### src/common/pmd_consts.vh
`ifndef PMD_CONSTS_VH
`define PMD_CONSTS_VH

// ****************************************************************
// register map (byte addresses on the register bus)
// ****************************************************************
`define PMD_ADDR_W        4
`define PMD_OFS_CTRL1     4'h0
`define PMD_OFS_CTRL2     4'h4
`define PMD_OFS_STATUS    4'h8

// ****************************************************************
// field positions and reset values
// ****************************************************************
`define PMD_BIT_ADC1      0
`define PMD_BIT_CAN1      1
`define PMD_BIT_CAN2      2
`define PMD_CTRL1_MASK    16'h0007
`define PMD_CAP_LSB       8
`define PMD_CMP_LSB       0
`define PMD_UNIT_CNT      8
`define PMD_CTRL1_RST     16'h0000
`define PMD_CTRL2_RST     16'h0000

// ****************************************************************
// bus answers and timing
// ****************************************************************
`define PMD_RESP_OKAY     2'h0
`define PMD_RESP_SLVERR   2'h2
`define PMD_INSTR_CYCLES  1

`endif

### src/hdl/pmd_axil_slave.v
`include "pmd_consts.vh"

// ****************************************************************
// axi4-lite slave: one write and one read at a time
// ****************************************************************
module pmd_axil_slave #(
   parameter AW = `PMD_ADDR_W
) (
   // clock and reset
   input  wire          ref_clk,
   input  wire          rst,
   // write address and data
   input  wire [AW-1:0] awaddr,
   input  wire          awvalid,
   output wire          awready,
   input  wire [31:0]   wdata,
   input  wire [3:0]    wstrb,
   input  wire          wvalid,
   output wire          wready,
   // write response
   output reg  [1:0]    bresp,
   output reg           bvalid,
   input  wire          bready,
   // read address and data
   input  wire [AW-1:0] araddr,
   input  wire          arvalid,
   output wire          arready,
   output reg  [31:0]   rdata,
   output reg  [1:0]    rresp,
   output reg           rvalid,
   input  wire          rready,
   // register side
   output wire          wrStb,
   output wire [AW-1:0] wrAddr,
   output wire [31:0]   wrData,
   output wire [3:0]    wrStrb,
   output wire [AW-1:0] rdAddr,
   input  wire [31:0]   rdData,
   input  wire          rdOk,
   input  wire          wrOk
);

   reg          awHeld_ff;
   reg [AW-1:0] awAddr_ff;
   reg          wHeld_ff;
   reg [31:0]   wData_ff;
   reg [3:0]    wStrb_ff;

   assign awready = !awHeld_ff && !bvalid;
   assign wready  = !wHeld_ff && !bvalid;
   assign arready = !rvalid;

   // write fires when both halves are present, held or arriving now
   wire          haveAw = awHeld_ff || (awvalid && awready);
   wire          haveW  = wHeld_ff || (wvalid && wready);
   assign wrStb  = haveAw && haveW && !bvalid;
   assign wrAddr = awHeld_ff ? awAddr_ff : awaddr;
   assign wrData = wHeld_ff ? wData_ff : wdata;
   assign wrStrb = wHeld_ff ? wStrb_ff : wstrb;
   assign rdAddr = araddr;

   always @(posedge ref_clk) begin
      if (rst) begin
         awHeld_ff <= 1'b0;
         awAddr_ff <= {AW{1'b0}};
         wHeld_ff  <= 1'b0;
         wData_ff  <= 32'h00000000;
         wStrb_ff  <= 4'h0;
         bvalid    <= 1'b0;
         bresp     <= `PMD_RESP_OKAY;
      end else begin
         if (wrStb) begin
            awHeld_ff <= 1'b0;
            wHeld_ff  <= 1'b0;
            bvalid    <= 1'b1;
            bresp     <= wrOk ? `PMD_RESP_OKAY : `PMD_RESP_SLVERR;
         end else begin
            if (awvalid && awready) begin
               awHeld_ff <= 1'b1;
               awAddr_ff <= awaddr;
            end
            if (wvalid && wready) begin
               wHeld_ff <= 1'b1;
               wData_ff <= wdata;
               wStrb_ff <= wstrb;
            end
            if (bvalid && bready) begin
               bvalid <= 1'b0;
            end
         end
      end
   end

   always @(posedge ref_clk) begin
      if (rst) begin
         rvalid <= 1'b0;
         rdata  <= 32'h00000000;
         rresp  <= `PMD_RESP_OKAY;
      end else if (arvalid && arready) begin
         rvalid <= 1'b1;
         rdata  <= rdOk ? rdData : 32'h00000000;
         rresp  <= rdOk ? `PMD_RESP_OKAY : `PMD_RESP_SLVERR;
      end else if (rvalid && rready) begin
         rvalid <= 1'b0;
      end
   end

endmodule

### src/hdl/pmd_disable_regs.v
// Local design decisions: the AXI4-Lite register port and the register addresses.
`include "pmd_consts.vh"

// ****************************************************************
// peripheral disable register bank
// ****************************************************************
// Summary of operation
// - bit 0 of ctrl1 disables first converter
// - converter off forces analog pins digital
// - bit 2 of ctrl1 disables second CAN
// - bit 1 of ctrl1 disables first CAN
// - ctrl2 bits 15..8 disable capture 8..1
// - disable changes act IDELAY plus one clock cycles after the write edge
module pmd_disable_regs #(
   parameter NPIN   = 16,
   parameter NUNIT  = `PMD_UNIT_CNT,
   parameter IDELAY = `PMD_INSTR_CYCLES
) (
   // clock and reset
   input  wire                   ref_clk,
   input  wire                   rst,
   // axi4-lite write address
   input  wire [`PMD_ADDR_W-1:0] awaddr,
   input  wire                   awvalid,
   output wire                   awready,
   // axi4-lite write data
   input  wire [31:0]            wdata,
   input  wire [3:0]             wstrb,
   input  wire                   wvalid,
   output wire                   wready,
   // axi4-lite write response
   output wire [1:0]             bresp,
   output wire                   bvalid,
   input  wire                   bready,
   // axi4-lite read address
   input  wire [`PMD_ADDR_W-1:0] araddr,
   input  wire                   arvalid,
   output wire                   arready,
   // axi4-lite read data
   output wire [31:0]            rdata,
   output wire [1:0]             rresp,
   output wire                   rvalid,
   input  wire                   rready,
   // peripheral enables, high = running
   output wire                   adc1En,
   output wire                   can1En,
   output wire                   can2En,
   output wire [NUNIT-1:0]       captureEn,
   output wire [NUNIT-1:0]       compareEn,
   // pins shared with analog inputs
   input  wire [NPIN-1:0]        pinAnalogCfg,
   output wire [NPIN-1:0]        pinAnalogMode
);

   // ****************************************************************
   // registers
   // ****************************************************************
   reg  [15:0]            ctrl1_ff;
   reg  [15:0]            ctrl2_ff;
   reg  [15:0]            nxt_ctrl1;
   reg  [15:0]            nxt_ctrl2;
   reg  [15:0]            eff1_ff [0:IDELAY];
   reg  [15:0]            eff2_ff [0:IDELAY];
   wire                   wrStb;
   wire [`PMD_ADDR_W-1:0] wrAddr;
   wire [31:0]            wrData;
   wire [3:0]             wrStrb;
   wire [`PMD_ADDR_W-1:0] rdAddr;
   reg  [31:0]            rdData;
   reg                    rdOk;
   reg                    wrOk;

   pmd_axil_slave #(.AW(`PMD_ADDR_W)) uBus (
      .ref_clk (ref_clk),
      .rst     (rst),
      .awaddr  (awaddr),
      .awvalid (awvalid),
      .awready (awready),
      .wdata   (wdata),
      .wstrb   (wstrb),
      .wvalid  (wvalid),
      .wready  (wready),
      .bresp   (bresp),
      .bvalid  (bvalid),
      .bready  (bready),
      .araddr  (araddr),
      .arvalid (arvalid),
      .arready (arready),
      .rdata   (rdata),
      .rresp   (rresp),
      .rvalid  (rvalid),
      .rready  (rready),
      .wrStb   (wrStb),
      .wrAddr  (wrAddr),
      .wrData  (wrData),
      .wrStrb  (wrStrb),
      .rdAddr  (rdAddr),
      .rdData  (rdData),
      .rdOk    (rdOk),
      .wrOk    (wrOk)
   );

   // ****************************************************************
   // write decode with byte lanes
   // ****************************************************************
   always @* begin
      nxt_ctrl1 = ctrl1_ff;
      nxt_ctrl2 = ctrl2_ff;
      wrOk      = 1'b1;
      case (wrAddr)
         `PMD_OFS_CTRL1: begin
            if (wrStb && wrStrb[0]) begin
               nxt_ctrl1 = {8'h00, wrData[7:0]} & `PMD_CTRL1_MASK;
            end
         end
         `PMD_OFS_CTRL2: begin
            if (wrStb && wrStrb[0]) begin
               nxt_ctrl2[7:0] = wrData[7:0];
            end
            if (wrStb && wrStrb[1]) begin
               nxt_ctrl2[15:8] = wrData[15:8];
            end
         end
         `PMD_OFS_STATUS: begin
            wrOk = 1'b1;
         end
         default: begin
            wrOk = 1'b0;
         end
      endcase
   end

   always @(posedge ref_clk) begin
      if (rst) begin
         ctrl1_ff <= `PMD_CTRL1_RST;
         ctrl2_ff <= `PMD_CTRL2_RST;
      end else begin
         ctrl1_ff <= nxt_ctrl1;
         ctrl2_ff <= nxt_ctrl2;
      end
   end

   // ****************************************************************
   // effect delay: register value reaches peripherals later
   // ****************************************************************
   always @(posedge ref_clk) begin
      if (rst) begin
         eff1_ff[0] <= `PMD_CTRL1_RST;
         eff2_ff[0] <= `PMD_CTRL2_RST;
      end else begin
         eff1_ff[0] <= ctrl1_ff;
         eff2_ff[0] <= ctrl2_ff;
      end
   end

   genvar s;
   generate
      for (s = 1; s <= IDELAY; s = s + 1) begin : gDly
         always @(posedge ref_clk) begin
            if (rst) begin
               eff1_ff[s] <= `PMD_CTRL1_RST;
               eff2_ff[s] <= `PMD_CTRL2_RST;
            end else begin
               eff1_ff[s] <= eff1_ff[s-1];
               eff2_ff[s] <= eff2_ff[s-1];
            end
         end
      end
   endgenerate

   // last stage drives the peripherals: write edge plus IDELAY plus one
   wire [15:0] eff1 = eff1_ff[IDELAY];
   wire [15:0] eff2 = eff2_ff[IDELAY];

   // ****************************************************************
   // peripheral enables
   // ****************************************************************
   assign adc1En = !eff1[`PMD_BIT_ADC1];
   assign can1En = !eff1[`PMD_BIT_CAN1];
   assign can2En = !eff1[`PMD_BIT_CAN2];

   genvar u;
   generate
      for (u = 0; u < NUNIT; u = u + 1) begin : gUnit
         assign captureEn[u] = !eff2[`PMD_CAP_LSB+u];
         assign compareEn[u] = !eff2[`PMD_CMP_LSB+u];
      end
   endgenerate

   pmd_pin_mode #(.NPIN(NPIN)) uPins (
      .adc1Off       (eff1[`PMD_BIT_ADC1]),
      .pinAnalogCfg  (pinAnalogCfg),
      .pinAnalogMode (pinAnalogMode)
   );

   // ****************************************************************
   // read decode; status shows the disable bits in force
   // ****************************************************************
   always @* begin
      rdData = 32'h00000000;
      rdOk   = 1'b1;
      case (rdAddr)
         `PMD_OFS_CTRL1: begin
            rdData = {16'h0000, ctrl1_ff};
         end
         `PMD_OFS_CTRL2: begin
            rdData = {16'h0000, ctrl2_ff};
         end
         `PMD_OFS_STATUS: begin
            rdData = {13'h0000, eff1[2:0], eff2};
         end
         default: begin
            rdOk = 1'b0;
         end
      endcase
   end

endmodule

### src/hdl/pmd_pin_mode.v
`include "pmd_consts.vh"

// ****************************************************************
// analog/digital selection of pins shared with analog inputs
// ****************************************************************
module pmd_pin_mode #(
   parameter NPIN = 16
) (
   // control
   input  wire            adc1Off,
   input  wire [NPIN-1:0] pinAnalogCfg,
   // result: one = pin in analog mode
   output wire [NPIN-1:0] pinAnalogMode
);

   genvar i;
   generate
      for (i = 0; i < NPIN; i = i + 1) begin : gPin
         // configuration ignored while the converter is off
         assign pinAnalogMode[i] = pinAnalogCfg[i] && !adc1Off;
      end
   endgenerate

endmodule
### config.mk
export PLATFORM = sky130hd
export DESIGN_NAME = pmd_disable_regs
export DESIGN_NICKNAME = d
export VERILOG_FILES = /design/src/hdl/pmd_axil_slave.v /design/src/hdl/pmd_disable_regs.v /design/src/hdl/pmd_pin_mode.v
export VERILOG_INCLUDE_DIRS = /design/src /design/src/common
export SDC_FILE = /design/constraint.sdc
export NUM_CORES = 1
export LEC_CHECK = 0
export BUFFER_PORTS_ARGS = -buffer_cell sky130_fd_sc_hd__buf_2
export CAP_MARGIN = 20
export CORE_ASPECT_RATIO = 1.5
export CORE_MARGIN = 4
export CORE_UTILIZATION = 50
export DETAILED_ROUTE_END_ITERATION = 6
export GPL_ROUTABILITY_DRIVEN = 0
export PLACE_DENSITY = 0.88
export SKIP_CTS_REPAIR_TIMING = 1
export SLEW_MARGIN = 20
export SYNTH_ARGS = -nofsm -noshare
export SYNTH_HDL_FRONTEND = slang
export SYNTH_SLANG_ARGS = --single-unit
### constraint.sdc
create_clock -name ref_clk -period 3.6 [get_ports ref_clk]
set_clock_uncertainty 0.1 [all_clocks]
set_input_delay 0.72 -clock ref_clk [delete_from_list [all_inputs] [get_ports ref_clk]]
set_output_delay 0.72 -clock ref_clk [all_outputs]
set_load 0.02 [all_outputs]
==> run metrics <==
outcome=completed; number of global-route vias before repair=2877; IO Port Bufs=109; Slew Viols, Final=0; Setup Viol. Count Final=0; average wire per standard cell=between 10 and 15 um; commonest cells after routing, fill and taps aside=buf_2 (109), dfxtp_1 (104), nor2_1 (66); vias per std cell=around 4.9; FFs w/ async S/R, synth=0%; hold_ws=~0.33 ns; FF+latch area=roughly 0.0021 mm^2; fmax=about 0.47 GHz; CTS tree=yes; layout cell share with drive strength beyond 1=a little over a quarter; Synth top area share=between 40 and 50%; Critical Path Fanout Max=18; routed wire length=approximately 8 mm; slew margin rel.=a little under a third; initial antenna violation count=0; fin area=~0.0050 mm^2; most common cell after layout, fill and taps aside=buf_2; Clock Tree Root=clkbuf_16; drt drc=0; worst hold path depth=1; CTS H-tree lvls=3; fill count=roughly 650; largest net degree at the start of global routing=a little over 100; die area=about 0.01 mm^2; Core Region=0.00806 mm^2; Critical R2R Launch=uBus.awHeld_ff$_SDFFE_PP0P_; first-pass GRT wire length=~13 mm; CP Launch Type=flip-flop; dominant cells by area after synthesis=dfxtp_1 (50%), mux2i_1 (10%), nor2b_1 (8.4%); post-synth top area cell=dfxtp_1; Final Power=2.29 mW; worst vdd ir=approximately 240 uV; WS Path Type=reg2out; Synth Area in Compound Gates=a little under 9%; Worst-Margin Slew=1.03 ns; worst flop-to-flop path endpoint=uBus.wData_ff[15]$_SDFFE_PP0P_; synth warn=0; Power Density=~460 mW/mm^2; number of synthesized flops with an enable pin=0; Inserted Clock Buffers=9; Post-Synth Simple-Gate Area=a little under a fifth; chip width=roughly 83 um; Final Hold Fails=0; clock slew at reported path FFs=0.06 ns; post-detail-place hpwl=roughly 6.0 mm; Top FF cell, synth=dfxtp_1; Clock Path Buffers=2; final core utilization=about three fifths; Critical path origin=eff1_ff[1][0]$_SDFF_PP0_; Site Rows=40; Yosys cell types=34; Clk Latency, worst-skew pair=0.33 ns; r2r worst-path depth=4; hold_sp=eff2_ff[0][7]$_SDFF_PP0_; post-route ant nets=0; Area after DPL=around 0.0047 mm^2; grt ovf=0; leakage power=~2.2 nW; max-cap violations=0; sequential area share after synthesis=about half; RSZ-0062 raised after global routing=no; height of the die=120 um; first-pass iteration count of the detailed router=4; Seq cells post-synth=about 100; # nets final=582; area of the multi-input gates=between 0.0015 and 0.002 mm^2; WHS Endpoint=eff2_ff[1][7]$_SDFF_PP0_; Worst EP required=about 2.8 ns; ANT cells=0; GRT Util Overall=between 10% and 20%; DR vias=between 3000 and 4000; post-synthesis xor/xnor area fraction=0%; CTS sink cnt=104; I/O pin cnt=between 100 and 150; Adder-Cell Fraction of Synth Area=0%; Hold WC Path Type=reg2reg; CP Capture Type=primary output; Initial DRC Count=about 190; Netlist Area Pre-Place=0.00418 mm^2; Critical Path AT=1.31 ns; Post-Syn Area per Cell=~10 um^2; Synth Instances=416; R2R Setup Slk=around 1.5 ns; Setup TNS=0 ns; effective utilization at floorplan=around 52%; largest family of logic cells by synthesized area=simple AND/OR/NAND/NOR gates; mux cell area share after synthesis=roughly 15%; Period minus WS final=2.13 ns; synthesis-to-layout area growth=19.1%; Tcrit/Tclk final=about three fifths
[cell families after synthesis]
group           count (synthesis)
other cells                     1
flops                         104
compound gates                 46
mux                            62
simple gates                  143
buf+inv                        60
[critical path, cell delays in order, from the launching register on]
cell and delay (ns):
dfxtp_1 0.68, nor2b_1 0.10, buf_2 0.18
[flip-flops by register name (all words and copies together) (netlist names)]
name and cells:
eff2_ff 32, uBus.rdata 19, ctrl2_ff 16, uBus.wData_ff 16
eff1_ff 6, uBus.awAddr_ff 4, ctrl1_ff 3, uBus.wStrb_ff 2
uBus.awHeld_ff 1, uBus.bresp 1, uBus.bvalid 1, uBus.rresp 1
uBus.rvalid 1, uBus.wHeld_ff 1
[per-layer routing]
layer	vias up	global-route usage, %	part of all wire (%)
met1	1424	21.2	42
li1	1567	-	-
met3	12	4.28	6.4
met4	0	5.73	1.7
met5	-	0	0
met2	87	27.9	50
[cell usage after synthesis (2+ instances only)]
cell / count
o2bb2ai_1: 3
nor2b_1: 56
buf_4: 18
a21oi_1: 6
a22oi_1: 19
buf_2: 9
inv_1: 22
nand3_1: 2
nand2b_1: 2
nand2_1: 2
mux2_1: 10
nor3_1: 7
dfxtp_1: 104
nor2_1: 66
a22o_1: 13
mux2i_1: 42
clkbuf_1: 9
mux2_2: 10
[layout make-up]
type | instances | share of cell area [%]
sequential | 104 | 41.8
multi-input combinational | 266 | 36.9
timing repair buffer | 112 | 11.7
clock buffer | 16 | 5.26
tap | 105 | 2.64
inverter | 22 | 1.66
[worst max-delay path by stage]
stage	endpoint	slack [ns]	depth (start not counted)
after floorplan	ctrl1_ff[0]$_SDFFE_PP0P_	1.57	4
after global placement	uBus.wData_ff[11]$_SDFFE_PP0P_	1.28	5
after detailed placement	uBus.wData_ff[15]$_SDFFE_PP0P_	1.23	5
after CTS	pinAnalogMode[5]	1.45	2
after global routing	ctrl2_ff[9]$_SDFFE_PP0P_	1.36	4
final	pinAnalogMode[5]	1.47	2
[report_power, final]
group / internal (mW) / leakage [nW] / switching, mW / total, mW
Clock: 0.489 / 0.125 / 0.369 / 0.858
Combinational: 0.0942 / 1.20 / 0.150 / 0.244
Sequential: 1.17 / 0.841 / 0.0166 / 1.19
Total: 1.76 / 2.16 / 0.536 / 2.29
[metrics by stage]
step,std cells,worst slack (ns)
after detailed placement,609,1.23
after CTS,625,1.45
after global routing,625,1.36
after floorplan,430,1.57
final,625,1.47
after global placement,609,1.28
(Power assumes the default switching activity.)
